File: config.mk
export PLATFORM = sky130hd
export DESIGN_NAME = hpa_ctrl
export DESIGN_NICKNAME = d
export VERILOG_FILES = /design/src/logic/hpa_ctrl.v /design/src/logic/hpa_gain_rom.v
export VERILOG_INCLUDE_DIRS = /design/src /design/src/include
export SDC_FILE = /design/constraint.sdc
export NUM_CORES = 1
export LEC_CHECK = 0
export BUFFER_PORTS_ARGS = -buffer_cell sky130_fd_sc_hd__buf_4
export CORE_ASPECT_RATIO = 1.4
export CORE_UTILIZATION = 37
export CTS_CLUSTER_DIAMETER = 80
export CTS_CLUSTER_SIZE = 8
export DETAILED_ROUTE_END_ITERATION = 10
export GPL_ROUTABILITY_DRIVEN = 0
export PLACE_DENSITY = 0.56
export RECOVER_POWER = 50
export SYNTH_ARGS = -nofsm -noshare
export SYNTH_HDL_FRONTEND = slang
export SYNTH_SLANG_ARGS = --single-unit
export TNS_END_PERCENT = 5
File: constraint.sdc
create_clock -name core_clk -period 7.05 [get_ports core_clk]
set_input_delay 1.7625 -clock core_clk [delete_from_list [all_inputs] [get_ports core_clk]]
set_output_delay 1.7625 -clock core_clk [all_outputs]
set_load 0.005 [all_outputs]
File: src/include/hpa_map.vh
// Purpose: register indices, field positions and reset values of the
//          headphone amplifier mode control block
// Assumes: eight-bit registers reached by index over the two-wire port
// Notes:   definitions only
`ifndef HPA_MAP_VH
`define HPA_MAP_VH

// ****************************************************************
// register indices
// ****************************************************************
`define HPA_REG_CTRL 8'h01
`define HPA_REG_VOL 8'h02
`define HPA_REG_HIZ 8'h03
`define HPA_REG_VER 8'h04
`define HPA_REG_TEST5 8'h05
`define HPA_REG_TEST6 8'h06
`define HPA_REG_TEST7 8'h07
`define HPA_REG_TEST8 8'h08

// ****************************************************************
// field positions
// ****************************************************************
`define HPA_BIT_EN_L 7
`define HPA_BIT_EN_R 6
`define HPA_BIT_MODE_HI 5
`define HPA_BIT_MODE_LO 4
`define HPA_BIT_THERM 1
`define HPA_BIT_SLEEP 0
`define HPA_BIT_MUTE_L 7
`define HPA_BIT_MUTE_R 6
`define HPA_BIT_VOL_HI 5
`define HPA_BIT_FLT_L 1
`define HPA_BIT_FLT_R 0

// ****************************************************************
// output modes
// ****************************************************************
`define HPA_MODE_STEREO 2'h0
`define HPA_MODE_MONO 2'h1
`define HPA_MODE_BRIDGE 2'h2
`define HPA_MODE_RSVD 2'h3

// ****************************************************************
// reset values
// ****************************************************************
`define HPA_RST_EN 2'h0
`define HPA_RST_MODE 2'h0
`define HPA_RST_SLEEP 1'h0
`define HPA_RST_MUTE 2'h3
`define HPA_RST_VOL 6'h00
`define HPA_RST_HIZ 2'h0

// ****************************************************************
// gain coding, tenths of a dB, two's complement
// ****************************************************************
`define HPA_MUTE_DB10 11'h418
`define HPA_VOL_FIRST_POS 6'h35

`endif

File: src/logic/hpa_ctrl.v
// Purpose: two-wire register slave and mode control of a stereo
//          headphone amplifier
// Assumes: scl and sda sampled synchronously to core_clk, which runs
//          well above the bus bit rate
// Notes:   sda is open drain; only a low is ever driven
`timescale 1ns/10ps
`include "hpa_map.vh"
module hpa_ctrl #(
  parameter [6:0] DEV_ADDR = 7'h60,
  parameter [3:0] VERSION = 4'h0,
  parameter [7:0] TEST_FILL = 8'h00
)(
  input wire core_clk,
  input wire rstn,
  input wire hard_power_down_n,
  input wire scl_in,
  input wire sda_in,
  output wire sda_out,
  output wire sda_oe_n,
  input wire thermal_fault,
  output reg charge_pump_on,
  output reg left_amp_drive,
  output reg right_amp_drive,
  output reg left_output_pin_float,
  output reg right_output_pin_float,
  output reg stereo_drive,
  output reg mono_drive,
  output reg bridge_drive,
  output reg [10:0] left_gain,
  output reg [10:0] right_gain
);

localparam [2:0] ST_IDLE = 3'h0;
localparam [2:0] ST_DEV = 3'h1;
localparam [2:0] ST_REG = 3'h2;
localparam [2:0] ST_WR = 3'h3;
localparam [2:0] ST_ACK = 3'h4;
localparam [2:0] ST_RD = 3'h5;
localparam [2:0] ST_MACK = 3'h6;

// register bank
reg left_amp_on;
reg right_amp_on;
reg [1:0] mode;
reg thermal;
reg soft_power_down_bit;
reg mute_l;
reg mute_r;
reg [5:0] vol;
reg left_out_float;
reg right_out_float;
reg [7:0] rdata;
// bus slave
reg scl_q;
reg sda_q;
reg [2:0] st;
reg [2:0] ret;
reg [3:0] cnt;
reg [7:0] shifter;
reg [7:0] ptr;
reg is_read;
reg sda_hold;
reg wr_stb;
reg [7:0] wr_idx;
reg [7:0] wr_data;
reg rd_stb;
reg [7:0] rd_idx;
wire [10:0] rom_gain;
wire start_seen;
wire stop_seen;
wire scl_rise;
wire scl_fall;
wire load_now;
wire active;
wire both_on;

// ****************************************************************
// bus pin handling
// ****************************************************************
assign sda_out = 1'b0;
assign sda_oe_n = ~sda_hold;
assign start_seen = scl_in & scl_q & sda_q & ~sda_in;
assign stop_seen = scl_in & scl_q & ~sda_q & sda_in;
assign scl_rise = scl_in & ~scl_q;
assign scl_fall = ~scl_in & scl_q;
// read byte is loaded after address ack or after master ack
assign load_now = scl_fall & ((st == ST_ACK & ret == ST_DEV & is_read)
  | (st == ST_MACK & cnt == 4'h9));

// read data mux
always @*
begin
  case (ptr)
    `HPA_REG_CTRL: rdata = {left_amp_on, right_amp_on, mode, 2'b00,
      thermal, soft_power_down_bit};
    `HPA_REG_VOL: rdata = {mute_l, mute_r, vol};
    `HPA_REG_HIZ: rdata = {6'h00, left_out_float, right_out_float};
    `HPA_REG_VER: rdata = {4'h0, VERSION};
    `HPA_REG_TEST5: rdata = TEST_FILL;
    `HPA_REG_TEST6: rdata = TEST_FILL;
    `HPA_REG_TEST7: rdata = TEST_FILL;
    `HPA_REG_TEST8: rdata = TEST_FILL;
    default: rdata = 8'h00;
  endcase
end

// ****************************************************************
// two-wire slave
// ****************************************************************
always @(posedge core_clk or negedge rstn)
begin
  if (!rstn)
  begin
    scl_q <= 1'b1;
    sda_q <= 1'b1;
    st <= ST_IDLE;
    ret <= ST_IDLE;
    cnt <= 4'h0;
    shifter <= 8'h00;
    ptr <= 8'h00;
    is_read <= 1'b0;
    sda_hold <= 1'b0;
    wr_stb <= 1'b0;
    wr_idx <= 8'h00;
    wr_data <= 8'h00;
    rd_stb <= 1'b0;
    rd_idx <= 8'h00;
  end
  else
  begin
    scl_q <= scl_in;
    sda_q <= sda_in;
    wr_stb <= 1'b0;
    rd_stb <= 1'b0;
    if (!hard_power_down_n)
    begin
      // bus ignored while powered down
      st <= ST_IDLE;
      sda_hold <= 1'b0;
      ptr <= 8'h00;
    end
    else if (start_seen)
    begin
      st <= ST_DEV;
      cnt <= 4'h0;
      sda_hold <= 1'b0;
    end
    else if (stop_seen)
    begin
      st <= ST_IDLE;
      sda_hold <= 1'b0;
    end
    else if (load_now)
    begin
      // drive first bit of the read byte
      st <= ST_RD;
      shifter <= {rdata[6:0], 1'b0};
      sda_hold <= ~rdata[7];
      cnt <= 4'h1;
      rd_stb <= 1'b1;
      rd_idx <= ptr;
    end
    else
    begin
      case (st)
        ST_DEV, ST_REG, ST_WR:
        begin
          if (scl_rise && cnt < 4'h8)
          begin
            shifter <= {shifter[6:0], sda_in};
            cnt <= cnt + 4'h1;
          end
          else if (scl_fall && cnt == 4'h8)
          begin
            if (st == ST_DEV && shifter[7:1] != DEV_ADDR)
              st <= ST_IDLE;
            else
            begin
              ret <= st;
              st <= ST_ACK;
              sda_hold <= 1'b1;
              if (st == ST_DEV)
                is_read <= shifter[0];
              if (st == ST_REG)
                ptr <= shifter;
              if (st == ST_WR)
                wr_data <= shifter;
            end
          end
        end
        ST_ACK:
        begin
          if (scl_fall)
          begin
            sda_hold <= 1'b0;
            cnt <= 4'h0;
            if (ret == ST_DEV)
              st <= ST_REG;
            else
              st <= ST_WR;
            if (ret == ST_WR)
            begin
              // commit only after the ack clock ends
              wr_stb <= 1'b1;
              wr_idx <= ptr;
              ptr <= ptr + 8'h01;
            end
          end
        end
        ST_RD:
        begin
          if (scl_fall)
          begin
            if (cnt == 4'h8)
            begin
              sda_hold <= 1'b0;
              st <= ST_MACK;
              ptr <= ptr + 8'h01;
            end
            else
            begin
              sda_hold <= ~shifter[7];
              shifter <= {shifter[6:0], 1'b0};
              cnt <= cnt + 4'h1;
            end
          end
        end
        ST_MACK:
        begin
          // master nack ends the read
          if (scl_rise && sda_in)
            st <= ST_IDLE;
          else if (scl_rise)
            cnt <= 4'h9;
        end
        default: st <= ST_IDLE;
      endcase
    end
  end
end

// ****************************************************************
// register bank
// ****************************************************************
always @(posedge core_clk or negedge rstn)
begin
  if (!rstn)
  begin
    {left_amp_on, right_amp_on} <= `HPA_RST_EN;
    mode <= `HPA_RST_MODE;
    soft_power_down_bit <= `HPA_RST_SLEEP;
    thermal <= 1'b0;
    {mute_l, mute_r} <= `HPA_RST_MUTE;
    vol <= `HPA_RST_VOL;
    {left_out_float, right_out_float} <= `HPA_RST_HIZ;
  end
  else if (!hard_power_down_n)
  begin
    // contents lost while the pin is low
    {left_amp_on, right_amp_on} <= `HPA_RST_EN;
    mode <= `HPA_RST_MODE;
    soft_power_down_bit <= `HPA_RST_SLEEP;
    thermal <= 1'b0;
    {mute_l, mute_r} <= `HPA_RST_MUTE;
    vol <= `HPA_RST_VOL;
    {left_out_float, right_out_float} <= `HPA_RST_HIZ;
  end
  else
  begin
    // whole-byte writes; reserved bits dropped
    if (wr_stb && wr_idx == `HPA_REG_CTRL)
    begin
      soft_power_down_bit <= wr_data[`HPA_BIT_SLEEP];
      mode <= wr_data[`HPA_BIT_MODE_HI:`HPA_BIT_MODE_LO];
      left_amp_on <= wr_data[`HPA_BIT_EN_L] &
        ~wr_data[`HPA_BIT_SLEEP];
      right_amp_on <= wr_data[`HPA_BIT_EN_R] &
        ~wr_data[`HPA_BIT_SLEEP];
    end
    else if (soft_power_down_bit)
    begin
      left_amp_on <= 1'b0;
      right_amp_on <= 1'b0;
    end
    if (wr_stb && wr_idx == `HPA_REG_VOL)
    begin
      mute_l <= wr_data[`HPA_BIT_MUTE_L];
      mute_r <= wr_data[`HPA_BIT_MUTE_R];
      vol <= wr_data[`HPA_BIT_VOL_HI:0];
    end
    if (wr_stb && wr_idx == `HPA_REG_HIZ)
    begin
      left_out_float <= wr_data[`HPA_BIT_FLT_L];
      right_out_float <= wr_data[`HPA_BIT_FLT_R];
    end
    // clear on read, a new fault wins
    if (rd_stb && rd_idx == `HPA_REG_CTRL)
      thermal <= 1'b0;
    if (thermal_fault)
      thermal <= 1'b1;
  end
end

// ****************************************************************
// effective drive and gain outputs
// ****************************************************************
assign active = hard_power_down_n & ~soft_power_down_bit;
assign both_on = left_amp_on & right_amp_on;

hpa_gain_rom u_gain (
  .core_clk(core_clk),
  .rstn(rstn),
  .vol(vol),
  .gain(rom_gain)
);

always @(posedge core_clk or negedge rstn)
begin
  if (!rstn)
  begin
    charge_pump_on <= 1'b0;
    left_amp_drive <= 1'b0;
    right_amp_drive <= 1'b0;
    left_output_pin_float <= 1'b0;
    right_output_pin_float <= 1'b0;
    stereo_drive <= 1'b0;
    mono_drive <= 1'b0;
    bridge_drive <= 1'b0;
    left_gain <= `HPA_MUTE_DB10;
    right_gain <= `HPA_MUTE_DB10;
  end
  else
  begin
    // pump follows sleep and pin only
    charge_pump_on <= active;
    left_amp_drive <= active & left_amp_on &
      (mode != `HPA_MODE_RSVD);
    right_amp_drive <= active & right_amp_on &
      (mode != `HPA_MODE_RSVD);
    left_output_pin_float <= hard_power_down_n &
      left_out_float;
    right_output_pin_float <= hard_power_down_n & right_out_float;
    stereo_drive <= active & both_on &
      (mode == `HPA_MODE_STEREO);
    mono_drive <= active & both_on &
      (mode == `HPA_MODE_MONO);
    bridge_drive <= active & both_on &
      (mode == `HPA_MODE_BRIDGE);
    // mute overrides the table
    if (!hard_power_down_n || mute_l)
      left_gain <= `HPA_MUTE_DB10;
    else
      left_gain <= rom_gain;
    if (!hard_power_down_n || mute_r)
      right_gain <= `HPA_MUTE_DB10;
    else
      right_gain <= rom_gain;
  end
end

endmodule

File: src/logic/hpa_gain_rom.v
// Purpose: audio taper lookup, volume code to gain in tenths of a dB
// Assumes: one clock, gain appears one edge after the code
// Notes:   table holds magnitudes; codes below the first positive
//          step are negated
`timescale 1ns/10ps
`include "hpa_map.vh"
module hpa_gain_rom (
  input wire core_clk,
  input wire rstn,
  input wire [5:0] vol,
  output reg [10:0] gain
);

reg [9:0] mag;

// ****************************************************************
// magnitude table
// ****************************************************************
always @*
begin
  case (vol)
    6'h00: mag = 10'h253;
    6'h01: mag = 10'h217;
    6'h02: mag = 10'h1F4;
    6'h03: mag = 10'h1DB;
    6'h04: mag = 10'h1C7;
    6'h05: mag = 10'h1B7;
    6'h06: mag = 10'h19E;
    6'h07: mag = 10'h18B;
    6'h08: mag = 10'h16D;
    6'h09: mag = 10'h161;
    6'h0A: mag = 10'h14D;
    6'h0B: mag = 10'h13D;
    6'h0C: mag = 10'h130;
    6'h0D: mag = 10'h11E;
    6'h0E: mag = 10'h10F;
    6'h0F: mag = 10'h107;
    6'h10: mag = 10'h0F7;
    6'h11: mag = 10'h0ED;
    6'h12: mag = 10'h0E1;
    6'h13: mag = 10'h0D9;
    6'h14: mag = 10'h0CD;
    6'h15: mag = 10'h0C4;
    6'h16: mag = 10'h0BC;
    6'h17: mag = 10'h0B2;
    6'h18: mag = 10'h0AA;
    6'h19: mag = 10'h0A2;
    6'h1A: mag = 10'h098;
    6'h1B: mag = 10'h091;
    6'h1C: mag = 10'h089;
    6'h1D: mag = 10'h082;
    6'h1E: mag = 10'h07B;
    6'h1F: mag = 10'h074;
    6'h20: mag = 10'h06D;
    6'h21: mag = 10'h067;
    6'h22: mag = 10'h061;
    6'h23: mag = 10'h05A;
    6'h24: mag = 10'h055;
    6'h25: mag = 10'h04E;
    6'h26: mag = 10'h048;
    6'h27: mag = 10'h043;
    6'h28: mag = 10'h03D;
    6'h29: mag = 10'h038;
    6'h2A: mag = 10'h033;
    6'h2B: mag = 10'h02D;
    6'h2C: mag = 10'h029;
    6'h2D: mag = 10'h023;
    6'h2E: mag = 10'h01F;
    6'h2F: mag = 10'h01A;
    6'h30: mag = 10'h015;
    6'h31: mag = 10'h011;
    6'h32: mag = 10'h00C;
    6'h33: mag = 10'h008;
    6'h34: mag = 10'h003;
    6'h35: mag = 10'h001;
    6'h36: mag = 10'h005;
    6'h37: mag = 10'h009;
    6'h38: mag = 10'h00E;
    6'h39: mag = 10'h011;
    6'h3A: mag = 10'h015;
    6'h3B: mag = 10'h019;
    6'h3C: mag = 10'h01D;
    6'h3D: mag = 10'h021;
    6'h3E: mag = 10'h024;
    6'h3F: mag = 10'h028;
    default: mag = 10'h253;
  endcase
end

// ****************************************************************
// signed, registered gain
// ****************************************************************
always @(posedge core_clk or negedge rstn)
begin
  if (!rstn)
    gain <= 11'h000;
  else if (vol < `HPA_VOL_FIRST_POS)
    gain <= 11'h000 - {1'b0, mag};
  else
    gain <= {1'b0, mag};
end

endmodule

==> qor.json, run 1 <==
{
  "dp_cells": {"value": 819},
  "max_cap_viol_count": {"value": 1},
  "crit_required": {"value": 7.35, "unit": "ns"},
  "clk_pin_slew": {"value": 0.05, "unit": "ns"},
  "drtIter0Drc": {"value": 279},
  "hold-path-endpoint": {"value": "right_gain[10]$_DFF_PN1_"},
  "area_delta_synth_final": {"value": 14.44, "unit": "%"},
  "port_buffers": {"value": 36},
  "hp-class": {"value": "reg -> reg"},
  "post-route-drc-count": {"value": 14},
  "crit-reg2reg-launch": {"value": "st[1]$_DFFE_PN0P_"},
  "asyncSetResetFlopFracSynth": {"value": 100.0, "unit": "%"},
  "timing.critical_path.buf_inv": {"value": 1},
  "syn-instance-count": {"value": 617},
  "power.density": {"value": 221.2, "unit": "nW/µm²"},
  "fin_worst_skew": {"value": 0.006292, "unit": "ns"},
  "hpwlAfterDp": {"value": 10050, "unit": "µm"},
  "startpoint_type_of_the_worst_setup_path": {"value": "primary input"},
  "die_x": {"value": 111.1, "unit": "µm"},
  "synth-edff-count": {"value": 0},
  "first_global_vias": {"value": 4690},
  "drt_pass1_iterations": {"value": 11},
  "slowest_cell_delay_on_critical_path": {"value": 0.77, "unit": "ns"},
  "i_o_pins": {"value": 38},
  "post-cts-setup-buffer-count": {"value": 0},
  "worst_margin_pin_slew": {"value": 2.311, "unit": "ns"},
  "synth.yosys.warnings": {"value": 0},
  "hold_violations": {"value": 0},
  "run_status": {"value": "complete, but fails checks"},
  "grt_pass1_wl": {"value": 24090, "unit": "µm"},
  "worstPathMaxFanout": {"value": 30},
  "die_ar": {"value": 17200, "unit": "µm²"},
  "viasPerCell": {"value": 5.570},
  "clk_latency": {"value": 0.42, "unit": "ns"},
  "failed_checks": {"value": "DRC, capacitance limit, slew limit"},
  "dominantRegCellSynth": {"value": "sky130_fd_sc_hd__dfrtp_1"},
  "reg2regPathDepth": {"value": 6},
  "finalCriticalPeriod": {"value": 4.623, "unit": "ns"},
  "postCtsResizedCells": {"value": 0},
  "cts_buffers": {"value": 17},
  "critPathArrivalTime": {"value": 4.92, "unit": "ns"},
  "timing.setup.critical_path_class": {"value": "in -> reg"},
  "ys_ff_latch": {"value": 113},
  "groute.usage.overall": {"value": 17.88, "unit": "%"},
  "cp-end-kind": {"value": "flop"},
  "total_core_area": {"value": 16240, "unit": "µm²"},
  "cts_max_path_buffers": {"value": 2},
  "cts_hold_buf": {"value": 0},
  "maximum_number_of_pins_on_one_net_before_global_route_repair": {"value": 71},
  "postRouteAntennaNets": {"value": 0},
  "grt_antenna_before_repair": {"value": 0},
  "route.detailed.wl_per_inst": {"value": 16.74, "unit": "µm"},
  "drive_above_1_share": {"value": 16.87, "unit": "%"},
  "yosysSeqAreaShare": {"value": 46.04, "unit": "%"},
  "finalSetupTns": {"value": 0, "unit": "ns"},
  "max_clock_freq": {"value": 0.2163, "unit": "GHz"},
  "worst_hold_path.num_cells": {"value": 1},
  "rows": {"value": 55},
  "slew_viols_final": {"value": 45},
  "synth.avg_cell_area": {"value": 9.997, "unit": "µm²"},
  "crit_path_cell_trace": {"value": "clkbuf_1, o21ai_0, or4_1, or3_1, mux2_4"},
  "grt_setup_unrepaired": {"value": "false"},
  "cts_tree": {"value": "done"},
  "maxSlewHeadroom": {"value": -54.06, "unit": "%"},
  "floorplan.initialDensity": {"value": 37.98, "unit": "%"},
  "synth_nets": {"value": 643},
  "vias": {"value": 4740},
  "number_of_failing_setup_endpoints_in_the_final_timing_report": {"value": 0},
  "regToRegEndpoint": {"value": "wr_data[6]$_DFFE_PN0P_"},
  "max-vdd-ir-drop": {"value": 0.1412, "unit": "mV"},
  "num-fill-cells": {"value": 1586},
  "power.static_leakage": {"value": 3.166, "unit": "nW"},
  "hold_path.startpoint": {"value": "u_gain.gain[10]$_DFF_PN0_"},
  "num-nets-final": {"value": 665},
  "sequential_area": {"value": 2840, "unit": "µm²"},
  "final_cell_count_no_fill": {"value": 851},
  "critPathSlowestCell": {"value": "sky130_fd_sc_hd__or4_1"},
  "postRouteWirelength": {"value": 14250, "unit": "µm"},
  "synthDistinctLibCells": {"value": 66},
  "cp_delay_by_family_top": {"value": "simple AND/OR/NAND/NOR gates"},
  "diodes": {"value": 0},
  "cts-root-buf": {"value": "sky130_fd_sc_hd__clkbuf_16"},
  "gr-total-overflow": {"value": 0},
  "die_height": {"value": 154.8, "unit": "µm"},
  "final.period_utilization": {"value": 65.57, "unit": "%"},
  "multiInputGateArea": {"value": 3104, "unit": "µm²"},
  "synthesis.area": {"value": 6168, "unit": "µm²"},
  "clock_sinks": {"value": 113},
  "ctsHtreeMaxLevel": {"value": 4},
  "totalPowerFinal": {"value": 1.562, "unit": "mW"},
  "r2r_setup_slack": {"value": 3.50, "unit": "ns"}
}
[Yosys cell counts (4+ instances only)]
library cell,count,area [µm²]
sky130_fd_sc_hd__ha_1,20,250.2
sky130_fd_sc_hd__o211ai_1,4,30.03
sky130_fd_sc_hd__nand2_1,50,187.7
sky130_fd_sc_hd__a21oi_1,20,100.1
sky130_fd_sc_hd__and3_1,6,37.54
sky130_fd_sc_hd__nand3_1,16,80.08
sky130_fd_sc_hd__nand2b_1,27,168.9
sky130_fd_sc_hd__a31oi_1,4,25.02
sky130_fd_sc_hd__o21ai_0,37,185.2
sky130_fd_sc_hd__o221ai_1,5,43.79
sky130_fd_sc_hd__nor2b_1,26,162.7
sky130_fd_sc_hd__dfrtp_1,103,2577
sky130_fd_sc_hd__a211o_1,4,35.03
sky130_fd_sc_hd__mux2_2,21,236.5
sky130_fd_sc_hd__nor2_1,33,123.9
sky130_fd_sc_hd__or2_2,4,25.02
sky130_fd_sc_hd__or4_1,5,37.54
sky130_fd_sc_hd__a22oi_1,11,82.58
sky130_fd_sc_hd__inv_1,19,71.32
sky130_fd_sc_hd__dfstp_2,10,262.8
sky130_fd_sc_hd__clkbuf_1,27,101.4
sky130_fd_sc_hd__mux2i_1,19,190.2
sky130_fd_sc_hd__nor3_1,16,80.08
sky130_fd_sc_hd__xnor2_1,7,61.31
sky130_fd_sc_hd__buf_2,5,25.02
sky130_fd_sc_hd__nor3b_1,5,37.54
sky130_fd_sc_hd__nor4_1,6,37.54
sky130_fd_sc_hd__mux2_4,8,120.1
sky130_fd_sc_hd__o31ai_1,8,60.06
sky130_fd_sc_hd__nand3b_1,4,30.03
sky130_fd_sc_hd__o32ai_1,4,35.03
sky130_fd_sc_hd__and2_1,24,150.1
[cells in the final DEF (no fill, tap or decap), types with 17 or more instances in the layout]
cell type,synthesis,layout
sky130_fd_sc_hd__dfrtp_1,103,103
sky130_fd_sc_hd__nand2_1,50,50
sky130_fd_sc_hd__o21ai_0,37,37
sky130_fd_sc_hd__nor2_1,33,33
sky130_fd_sc_hd__clkbuf_4,0,28
sky130_fd_sc_hd__nand2b_1,27,27
sky130_fd_sc_hd__nor2b_1,26,26
sky130_fd_sc_hd__mux2_2,21,21
sky130_fd_sc_hd__a21oi_1,20,20
sky130_fd_sc_hd__ha_1,20,20
sky130_fd_sc_hd__inv_1,19,19
sky130_fd_sc_hd__mux2i_1,19,19
sky130_fd_sc_hd__clkbuf_16,0,17
[metrics by stage]
stage               setup slack, ns  instance area (µm²)  hold WS (ns)  util (%)
floorplan                     3.400                 6168        0.4263         -
global placement              2.858                 6558        0.4299     40.38
detailed placement            2.782                 6558        0.4394     40.38
CTS                           3.244                 7078        0.4509     43.58
global route                  2.043                 7059        0.4808     43.47
finish                        2.427                 7059        0.4464     43.47
[flip-flops by register name, indices dropped and copies added (netlist names), 2 cells and up]
| signal | count |
|---|---|
| mode | 2 |
| vol | 6 |
| right_gain | 11 |
| ret | 3 |
| shifter | 8 |
| st | 3 |
| cnt | 4 |
| wr_data | 8 |
| wr_idx | 8 |
| u_gain.gain | 11 |
| rd_idx | 8 |
| ptr | 8 |
| left_gain | 11 |
[worst max-delay path by stage]
stage / from / slack [ns] / to / cells after the start
CTS: scl_in / 3.24 / ptr[3]$_DFFE_PN0P_ / 7
global placement: scl_in / 2.86 / ptr[2]$_DFFE_PN0P_ / 7
finish: hard_power_down_n / 2.43 / wr_data[6]$_DFFE_PN0P_ / 5
floorplan: sda_in / 3.40 / wr_data[0]$_DFFE_PN0P_ / 7
detailed placement: scl_in / 2.78 / ptr[3]$_DFFE_PN0P_ / 7
global route: hard_power_down_n / 2.04 / wr_data[2]$_DFFE_PN0P_ / 5
[cell families after synthesis]
logic type,share of synthesized area [%]
xor+xnor,1.136
compound gates,14.36
fa+ha+maj,4.057
simple gates,21.12
flops,46.04
buf+inv,3.631
other cells,0.06079
mux,9.594
[power by group]
group,switching [mW],leakage (nW),internal [mW]
clock network,0.278,0.264,0.470
registers,0.0323,1.49,0.672
logic,0.0651,1.41,0.0445
[layout make-up]
type,instances,share of cell area [%]
Multi-Input combinational cell,449,43.97
Sequential cell,113,40.23
Clock buffer,25,6.877
Timing Repair Buffer,39,3.882
Tap cell,199,3.527
Inverter,19,1.010
Clock inverter,7,0.4963
[routing by layer]
layer | share of wire [%] | vias to the layer above | GRT usage [%]
met1 | 42 | 2328 | 20.72
met5 | 0 | - | 0
li1 | - | 2257 | -
met2 | 51 | 122 | 31.06
met3 | 3.7 | 33 | 3.566
met4 | 2.9 | 0 | 9.717
No activity file was read; power rests on OpenSTA's default activity.
==> run 2: changes to the inputs <==
clock period = 4.8 ns   (was 7.05 ns; I/O delays follow)
==> run 2 against run 1 <==
  * The run still ends with DRC, capacitance limit, slew limit left
  * Sequential cell count unchanged
  * Sequential power grew 46%
  * Clock skew grew 0.0021 ns
  * Clock power grew 80%
  * Critical path type unchanged
  * Critical endpoint is now wr_data[3]$_DFFE_PN0P_
  * Largest cell class unchanged
==> qor.json, run 2 (synthesis results as in run 1) <==
{
  "most_common_cell_after_layout_fill_and_taps_aside": {"value": "sky130_fd_sc_hd__dfrtp_1", "change": "unchanged"},
  "postCtsResizedCells": {"value": 0, "change": "unchanged"},
  "first_global_vias": {"value": 4639, "change": "was 4690"},
  "run_status": {"value": "complete, but fails checks", "change": "unchanged"},
  "total_core_area": {"value": 16240, "unit": "µm²", "change": "unchanged"},
  "cts_hold_buf": {"value": 0, "change": "unchanged"},
  "critPathArrivalTime": {"value": 4.12, "unit": "ns", "change": "was 4.92 ns"},
  "hold_slack": {"value": 0.4445, "unit": "ns", "change": "was 0.4464 ns"},
  "die_ar": {"value": 17200, "unit": "µm²", "change": "unchanged"},
  "groute.usage.overall": {"value": 17.29, "unit": "%", "change": "was 17.88%"},
  "max-vdd-ir-drop": {"value": 0.2240, "unit": "mV", "change": "was 0.1412 mV"},
  "hold_path.startpoint": {"value": "u_gain.gain[10]$_DFF_PN0_", "change": "unchanged"},
  "power.density": {"value": 351.8, "unit": "nW/µm²", "change": "was 221.2 nW/µm²"},
  "post-route-drc-count": {"value": 14, "change": "unchanged"},
  "worstPathMaxFanout": {"value": 30, "change": "unchanged"},
  "cts_buffers": {"value": 17, "change": "unchanged"},
  "crit_required": {"value": 5.10, "unit": "ns", "change": "was 7.35 ns"},
  "post-cts-setup-buffer-count": {"value": 0, "change": "unchanged"},
  "grt_setup_unrepaired": {"value": "false", "change": "unchanged"},
  "viasPerCell": {"value": 5.467, "change": "was 5.570"},
  "fin_worst_skew": {"value": 0.008358, "unit": "ns", "change": "was 0.006292 ns"},
  "timing.setup.critical_path_class": {"value": "in -> reg", "change": "unchanged"},
  "finalCriticalPeriod": {"value": 3.828, "unit": "ns"},
  "biggestRegsByFlops": {"value": "left_gain: 11 flops, right_gain: 11 flops, u_gain.gain: 11 flops", "change": "unchanged"},
  "cp-end-kind": {"value": "flop", "change": "unchanged"},
  "die_height": {"value": 154.8, "unit": "µm", "change": "unchanged"},
  "sequential_area": {"value": 2840, "unit": "µm²", "change": "unchanged"},
  "hp-class": {"value": "reg -> reg", "change": "unchanged"},
  "die_x": {"value": 111.1, "unit": "µm", "change": "unchanged"},
  "route.detailed.wl_per_inst": {"value": 16.03, "unit": "µm", "change": "was 16.74 µm"},
  "i_o_pins": {"value": 38, "change": "unchanged"},
  "cts_max_path_buffers": {"value": 2, "change": "unchanged"},
  "grt_antenna_before_repair": {"value": 0, "change": "unchanged"},
  "clk_latency": {"value": 0.42, "unit": "ns", "change": "about the same"},
  "rows": {"value": 55, "change": "unchanged"},
  "totalPowerFinal": {"value": 2.535, "unit": "mW", "change": "was 1.562 mW"},
  "slew_viols_final": {"value": 51, "change": "was 45"},
  "power.static_leakage": {"value": 3.259, "unit": "nW", "change": "was 3.166 nW"},
  "port_buffers": {"value": 36, "change": "unchanged"},
  "final.period_utilization": {"value": 79.75, "unit": "%"},
  "hpwlAfterDp": {"value": 9883, "unit": "µm", "change": "was 10050 µm"},
  "gr-total-overflow": {"value": 0, "change": "unchanged"},
  "max_cap_viol_count": {"value": 1, "change": "unchanged"},
  "maxSlewHeadroom": {"value": -66.45, "unit": "%", "change": "was -54.06%"},
  "failed_checks": {"value": "DRC, capacitance limit, slew limit", "change": "unchanged"},
  "number_of_failing_setup_endpoints_in_the_final_timing_report": {"value": 0, "change": "unchanged"},
  "maximum_number_of_pins_on_one_net_before_global_route_repair": {"value": 51, "change": "was 71"},
  "num-nets-final": {"value": 669, "change": "was 665"},
  "finalSetupTns": {"value": 0, "unit": "ns", "change": "unchanged"},
  "clock_sinks": {"value": 113, "change": "unchanged"},
  "vias": {"value": 4674, "change": "was 4740"},
  "drive_above_1_share": {"value": 18.14, "unit": "%", "change": "was 16.87%"},
  "max_clock_freq": {"value": 0.2612, "unit": "GHz"},
  "worst_margin_pin_slew": {"value": 2.497, "unit": "ns", "change": "was 2.311 ns"},
  "ctsHtreeMaxLevel": {"value": 4, "change": "unchanged"},
  "final_cell_mix": {"value": "103 x sky130_fd_sc_hd__dfrtp_1, 50 x sky130_fd_sc_hd__nand2_1, 37 x sky130_fd_sc_hd__buf_4", "change": "was 103 x sky130_fd_sc_hd__dfrtp_1, 50 x sky130_fd_sc_hd__nand2_1, 37 x sky130_fd_sc_hd__o21ai_0"},
  "startpoint_type_of_the_worst_setup_path": {"value": "primary input", "change": "unchanged"},
  "hold_violations": {"value": 0, "change": "unchanged"},
  "multiInputGateArea": {"value": 3104, "unit": "µm²", "change": "unchanged"},
  "cts_tree": {"value": "done", "change": "unchanged"},
  "floorplan.initialDensity": {"value": 37.98, "unit": "%", "change": "unchanged"},
  "drt_pass1_iterations": {"value": 8, "change": "was 11"},
  "drtIter0Drc": {"value": 271, "change": "was 279"},
  "grt_pass1_wl": {"value": 23390, "unit": "µm", "change": "was 24090 µm"},
  "cp_launch_point": {"value": "hard_power_down_n", "change": "unchanged"},
  "postRouteWirelength": {"value": 13700, "unit": "µm", "change": "was 14250 µm"},
  "diodes": {"value": 0, "change": "unchanged"},
  "postRouteAntennaNets": {"value": 0, "change": "unchanged"},
  "area_delta_synth_final": {"value": 16.84, "unit": "%", "change": "was 14.44%"},
  "num-fill-cells": {"value": 1537, "change": "was 1586"},
  "clk_pin_slew": {"value": 0.05, "unit": "ns", "change": "about the same"},
  "cts-root-buf": {"value": "sky130_fd_sc_hd__clkbuf_16", "change": "unchanged"},
  "crit-reg2reg-launch": {"value": "st[1]$_DFFE_PN0P_", "change": "unchanged"}
}
-- run 2: changes by cell type in the layout (fill, tap and decap cells not counted), moves of 3 or more --
cell                        change
sky130_fd_sc_hd__bufinv_16      +4
sky130_fd_sc_hd__and2_1         +9
sky130_fd_sc_hd__buf_4         +31
sky130_fd_sc_hd__clkinv_2       -3
sky130_fd_sc_hd__clkbuf_1       -5
sky130_fd_sc_hd__clkbuf_4      -28
sky130_fd_sc_hd__and2_0         -9
-- run 2: critical path, stage by stage --
cell and delay [ns]:
sky130_fd_sc_hd__clkbuf_1 0.76, sky130_fd_sc_hd__o21ai_1 0.48, sky130_fd_sc_hd__or4_1 0.73, sky130_fd_sc_hd__or3_1 0.57, sky130_fd_sc_hd__mux2_4 0.37
-- run 2: metrics by stage --
step / setup slack, ns / utilization, % / instance area, µm² / instances
after floorplan: 1.713 / - / 6168 / 617
after global placement: 1.327 / 40.56 / 6588 / 823
after detailed placement: 1.261 / 40.56 / 6588 / 823
after CTS: 1.413 / 44.50 / 7227 / 855
after global routing: 0.6749 / 44.38 / 7207 / 855
final: 0.9721 / 44.38 / 7207 / 855
-- run 2: final cells by class --
type	instances	area share, %
clock buffers	22	6.719
clock inverters	10	2.153
inverters	19	0.9896
multi-input cells	449	43.07
flip-flops and latches	113	39.41
well taps	199	3.455
repair buffers	43	4.201
-- run 2: path summary, 6_finish.rpt --
kind,to,slack [ns],cells past startpoint
worst max-delay path,wr_data[3]$_DFFE_PN0P_,0.97,5
worst min-delay path,right_gain[10]$_DFF_PN1_,0.44,1
worst max register to register,wr_data[3]$_DFFE_PN0P_,1.39,6
worst min register to register,right_gain[10]$_DFF_PN1_,0.44,1
max in group asynchronous,cnt[3]$_DFFE_PN0P_,1.35,2
min in group asynchronous,left_gain[0]$_DFF_PN0_,1.56,1
-- run 2: power breakdown --
group	internal (mW)	leakage [nW]	switching (mW)	total, mW
clock	0.918	0.312	0.427	1.35
combinational	0.0653	1.46	0.0904	0.156
sequential	0.986	1.49	0.0479	1.03
-- run 2: per-layer routing --
metal | vias up | global-route usage, % | routed length (µm)
li1 | 2256 | - | -
met1 | 2251 | 19.56 | 5698
met2 | 128 | 30.07 | 7038
met3 | 39 | 3.958 | 518
met4 | 0 | 9.781 | 448
met5 | - | 0 | 0
==> run 3: changes to the inputs <==
ABC_AREA = 1   (was unset)
clock period = 3.65 ns   (was 4.8 ns; I/O delays follow)
==> run 3 against run 2 <==
  * The flow finishes with violations (capacitance limit, slew limit)
  * Sequential cell count unchanged
  * Critical path depth increased by 2
  * Hold slack improved by 0.0087 ns
  * Cell count increased by 21%
  * Non-clock buffer count decreased by 4
  * Setup slack got worse by 0.44 ns
  * Combinational power increased to 5.2 times the previous value
  * Clock power increased by 29%
  * Die area increased by 1.2%
  * Highest routed layer unchanged
==> qor.json, run 3 <==
{
  "run_status": {"value": "complete, but fails checks", "change": "unchanged"},
  "failed_checks": {"value": "capacitance limit, slew limit", "change": "was DRC, capacitance limit, slew limit"},
  "cts_tree": {"value": "done", "change": "unchanged"},
  "first_global_vias": {"value": 5250, "change": "was 4639"},
  "synthDistinctLibCells": {"value": 44, "change": "was 66"},
  "synth.yosys.warnings": {"value": 0, "change": "unchanged"},
  "totalPowerFinal": {"value": 4.000, "unit": "mW", "change": "was 2.535 mW"},
  "i_o_pins": {"value": 38, "change": "unchanged"},
  "route.detailed.wl_per_inst": {"value": 15.16, "unit": "µm", "change": "was 16.03 µm"},
  "viasPerCell": {"value": 4.978, "change": "was 5.467"},
  "place_area": {"value": 6641, "unit": "µm²", "change": "was 6588 µm²"},
  "max-vdd-ir-drop": {"value": 0.2937, "unit": "mV", "change": "was 0.2240 mV"},
  "power.density": {"value": 551.9, "unit": "nW/µm²", "change": "was 351.8 nW/µm²"},
  "cellInternalPower": {"value": 2.708, "unit": "mW", "change": "was 1.970 mW"},
  "reg2regPathDepth": {"value": 15, "change": "was 6"},
  "asyncSetResetFlopFracSynth": {"value": 100.0, "unit": "%", "change": "unchanged"},
  "postRouteAntennaNets": {"value": 0, "change": "unchanged"},
  "grt_antenna_before_repair": {"value": 0, "change": "unchanged"},
  "hold_path.startpoint": {"value": "u_gain.gain[10]$_DFF_PN0_", "change": "unchanged"},
  "post_synth_most_frequent_cells": {"value": "200 x sky130_fd_sc_hd__nand2_1, 103 x sky130_fd_sc_hd__dfrtp_1, 99 x sky130_fd_sc_hd__inv_1, 74 x sky130_fd_sc_hd__nor2_1, 58 x sky130_fd_sc_hd__nand3_1", "change": "was 103 x sky130_fd_sc_hd__dfrtp_1, 50 x sky130_fd_sc_hd__nand2_1, 37 x sky130_fd_sc_hd__o21ai_0, 33 x sky130_fd_sc_hd__nor2_1"},
  "fin_worst_skew": {"value": 0.009935, "unit": "ns", "change": "was 0.008358 ns"},
  "ys_ff_latch": {"value": 113, "change": "unchanged"},
  "post-cts-setup-buffer-count": {"value": 0, "change": "unchanged"},
  "drt_pass1_iterations": {"value": 6, "change": "was 8"},
  "max_cap_viol_count": {"value": 1, "change": "unchanged"},
  "final.setup.worst_slack": {"value": 0.5361, "unit": "ns", "change": "was 0.9721 ns"},
  "synth_nets": {"value": 808, "change": "was 643"},
  "area_delta_synth_final": {"value": 16.12, "unit": "%", "change": "was 16.84%"},
  "clock_sinks": {"value": 113, "change": "unchanged"},
  "maxSlewHeadroom": {"value": -3.779, "unit": "%", "change": "was -66.45%"},
  "floorplan.initialDensity": {"value": 38.27, "unit": "%", "change": "was 37.98%"},
  "hold_slack": {"value": 0.4532, "unit": "ns", "change": "was 0.4445 ns"},
  "finalCriticalPeriod": {"value": 3.114, "unit": "ns"},
  "syn-instance-count": {"value": 782, "change": "was 617"},
  "num-fill-cells": {"value": 1649, "change": "was 1537"},
  "worst_margin_pin_slew": {"value": 1.557, "unit": "ns", "change": "was 2.497 ns"},
  "dpl_worst_slack": {"value": 0.8275, "unit": "ns", "change": "was 1.261 ns"},
  "p_switching": {"value": 1.291, "unit": "mW", "change": "was 0.5654 mW"},
  "cp-end-kind": {"value": "flop", "change": "unchanged"},
  "hp-class": {"value": "reg -> reg", "change": "unchanged"},
  "final_cell_count_no_fill": {"value": 1031, "change": "was 855"},
  "diodes": {"value": 0, "change": "unchanged"},
  "multiInputGateArea": {"value": 2834, "unit": "µm²", "change": "was 3104 µm²"},
  "postCtsResizedCells": {"value": 0, "change": "unchanged"},
  "cts_max_path_buffers": {"value": 2, "change": "unchanged"},
  "grt_pass1_wl": {"value": 26430, "unit": "µm", "change": "was 23390 µm"},
  "clk_latency": {"value": 0.42, "unit": "ns", "change": "about the same"},
  "dominantRegCellSynth": {"value": "sky130_fd_sc_hd__dfrtp_1", "change": "unchanged"},
  "regToRegEndpoint": {"value": "u_gain.gain[10]$_DFF_PN0_", "change": "was wr_data[3]$_DFFE_PN0P_"},
  "crit_required": {"value": 3.98, "unit": "ns", "change": "was 5.10 ns"},
  "power_switching_share": {"value": 32.29, "unit": "%", "change": "was 22.30%"},
  "die_ar": {"value": 17400, "unit": "µm²", "change": "was 17200 µm²"},
  "hold-path-endpoint": {"value": "left_gain[10]$_DFF_PN1_", "change": "was right_gain[10]$_DFF_PN1_"},
  "groute.usage.overall": {"value": 19.46, "unit": "%", "change": "was 17.29%"},
  "yosys.cell_count.top_type": {"value": "sky130_fd_sc_hd__nand2_1", "change": "was sky130_fd_sc_hd__dfrtp_1"},
  "maximum_number_of_pins_on_one_net_before_global_route_repair": {"value": 58, "change": "was 51"},
  "postRouteWirelength": {"value": 15630, "unit": "µm", "change": "was 13700 µm"},
  "design_area": {"value": 7247, "unit": "µm²", "change": "was 7207 µm²"},
  "number_of_failing_setup_endpoints_in_the_final_timing_report": {"value": 0, "change": "unchanged"},
  "worst_hold_path.num_cells": {"value": 2, "change": "was 1"},
  "crit-reg2reg-launch": {"value": "vol[1]$_DFFE_PN0P_", "change": "was st[1]$_DFFE_PN0P_"},
  "drive_above_1_share": {"value": 15.50, "unit": "%", "change": "was 18.14%"},
  "power.static_leakage": {"value": 3.579, "unit": "nW", "change": "was 3.259 nW"},
  "share_clk_of_total_power": {"value": 43.5, "unit": "%", "change": "was 53.1%"},
  "cell_type_contributing_the_most_total_cell_area_after_synthesis": {"value": "sky130_fd_sc_hd__dfrtp_1", "change": "unchanged"},
  "finalSetupTns": {"value": 0, "unit": "ns", "change": "unchanged"},
  "die_x": {"value": 111.8, "unit": "µm", "change": "was 111.1 µm"},
  "cts_buffers": {"value": 17, "change": "unchanged"},
  "cts-root-buf": {"value": "sky130_fd_sc_hd__clkbuf_16", "change": "unchanged"},
  "yosysSeqAreaShare": {"value": 45.51, "unit": "%", "change": "was 46.04%"},
  "total_core_area": {"value": 16310, "unit": "µm²", "change": "was 16240 µm²"},
  "gr-total-overflow": {"value": 0, "change": "unchanged"},
  "clk_pin_slew": {"value": 0.06, "unit": "ns", "change": "was 0.05 ns"},
  "grt_setup_unrepaired": {"value": "false", "change": "unchanged"},
  "dp_cells": {"value": 999, "change": "was 823"},
  "num-nets-final": {"value": 845, "change": "was 669"},
  "power_frac_seq": {"value": 36.4, "unit": "%", "change": "was 40.8%"},
  "ctsHtreeMaxLevel": {"value": 4, "change": "unchanged"},
  "drtIter0Drc": {"value": 243, "change": "was 271"},
  "hold_violations": {"value": 0, "change": "unchanged"},
  "post-route-drc-count": {"value": 0, "change": "was 14"},
  "biggestRegsByFlops": {"value": "left_gain: 11 flops, right_gain: 11 flops, u_gain.gain: 11 flops", "change": "unchanged"},
  "synthesis.area": {"value": 6241, "unit": "µm²", "change": "was 6168 µm²"},
  "sequential_area": {"value": 2840, "unit": "µm²", "change": "unchanged"},
  "fraction_of_synthesized_cell_area_taken_by_the_top_area_cell_type": {"value": 41.30, "unit": "%", "change": "was 41.78%"},
  "slew_viols_final": {"value": 28, "change": "was 51"},
  "synth.avg_cell_area": {"value": 7.981, "unit": "µm²", "change": "was 9.997 µm²"},
  "critPathArrivalTime": {"value": 3.45, "unit": "ns", "change": "was 4.12 ns"},
  "max_clock_freq": {"value": 0.3211, "unit": "GHz"},
  "synth-edff-count": {"value": 0, "change": "unchanged"},
  "hpwlAfterDp": {"value": 11510, "unit": "µm", "change": "was 9883 µm"},
  "worstPathMaxFanout": {"value": 16, "change": "was 30"},
  "cts_hold_buf": {"value": 0, "change": "unchanged"},
  "port_buffers": {"value": 36, "change": "unchanged"},
  "share_of_the_core_filled_with_cells": {"value": 44.43, "unit": "%", "change": "was 44.38%"},
  "final_cell_mix": {"value": "200 x sky130_fd_sc_hd__nand2_1, 103 x sky130_fd_sc_hd__dfrtp_1, 99 x sky130_fd_sc_hd__inv_1", "change": "was 103 x sky130_fd_sc_hd__dfrtp_1, 50 x sky130_fd_sc_hd__nand2_1, 37 x sky130_fd_sc_hd__buf_4"},
  "timing.setup.critical_path_class": {"value": "in -> reg", "change": "unchanged"},
  "startpoint_type_of_the_worst_setup_path": {"value": "primary input", "change": "unchanged"},
  "r2r_setup_slack": {"value": 0.86, "unit": "ns", "change": "was 1.39 ns"},
  "synth.top_cells.by_area": {"value": "sky130_fd_sc_hd__dfrtp_1 41%, sky130_fd_sc_hd__nand2_1 12%, sky130_fd_sc_hd__inv_1 6.0%", "change": "was sky130_fd_sc_hd__dfrtp_1 42%, sky130_fd_sc_hd__dfstp_2 4.3%, sky130_fd_sc_hd__ha_1 4.1%"},
  "final.period_utilization": {"value": 85.31, "unit": "%"},
  "die_height": {"value": 155.7, "unit": "µm", "change": "was 154.8 µm"},
  "vias": {"value": 5132, "change": "was 4674"},
  "rows": {"value": 55, "change": "unchanged"},
  "p_comb_share": {"value": 20.1, "unit": "%", "change": "was 6.1%"},
  "most_common_cell_after_layout_fill_and_taps_aside": {"value": "sky130_fd_sc_hd__nand2_1", "change": "was sky130_fd_sc_hd__dfrtp_1"}
}
==> run 3: changes by cell type in the layout (fill, tap and decap cells not counted), moves of 26 or more <==
cell | before | now
sky130_fd_sc_hd__inv_1 | 19 | 99
sky130_fd_sc_hd__nand2_1 | 50 | 200
sky130_fd_sc_hd__nand2b_1 | 27 | 0
sky130_fd_sc_hd__nand3_1 | 16 | 58
sky130_fd_sc_hd__nor2_1 | 33 | 74
sky130_fd_sc_hd__nor2b_1 | 26 | 0
==> run 3: final cells by class <==
cell class	instances	area share (%)
clock buffer	17	5.870
clock inverter	15	2.728
inverter	108	5.698
multi-input combinational	540	39.11
sequential	113	39.19
tap	199	3.436
timing repair buffer	39	3.971
==> run 3: power by group through the flow <==
stage | registers [mW] | logic (mW) | clock network [mW]
final | 1.46 | 0.804 | 1.74
after global routing | 1.47 | 0.908 | 1.83
after global placement | 1.47 | 0.800 | 0
after detailed placement | 1.48 | 0.802 | 0
after floorplan | 1.45 | 0.594 | 0
after CTS | 1.45 | 0.808 | 1.77
==> run 3: logic make-up (layout without fill, tap and decap cells) <==
logic type      after synthesis  in the layout  synth area share (%)
flops                       113            113                 45.51
simple gates                383            383                 28.05
compound gates              128            128                 12.17
xor+xnor                      8              8                 1.123
other cells                   1              1               0.06009
fa+ha+maj                    20             20                 4.010
buf+inv                     129            179                 9.082
==> run 3: how the worst max path moves through the flow <==
stage | startpoint | to | slack, ns | depth (start not counted)
after floorplan | vol[1]$_DFFE_PN0P_ | u_gain.gain[10]$_DFF_PN0_ | 1.39 | 15
after global routing | hard_power_down_n | wr_data[3]$_DFFE_PN0P_ | 0.36 | 8
after global placement | hard_power_down_n | wr_data[5]$_DFFE_PN0P_ | 0.82 | 8
after CTS | vol[1]$_DFFE_PN0P_ | u_gain.gain[10]$_DFF_PN0_ | 0.88 | 15
after detailed placement | hard_power_down_n | shifter[4]$_DFFE_PN0P_ | 0.83 | 7
final | hard_power_down_n | shifter[0]$_DFFE_PN0P_ | 0.54 | 7
==> run 3: per-layer routing <==
metal / routed length (µm) / track usage, % / vias up
li1: - / - / 2582
met1: 6343 / 22.19 / 2437
met2: 8520 / 35.31 / 83
met3: 385 / 3.263 / 30
met4: 377 / 9.009 / 0
met5: 0 / 0 / -
==> run 3: critical path, stage by stage <==
cell                       delay (ns)
sky130_fd_sc_hd__clkbuf_1        0.67
sky130_fd_sc_hd__clkinv_1        0.62
sky130_fd_sc_hd__nor3_4          0.41
sky130_fd_sc_hd__nand3b_1        0.17
sky130_fd_sc_hd__a21oi_4         0.39
sky130_fd_sc_hd__nand4_1         0.16
sky130_fd_sc_hd__o21ai_0         0.11
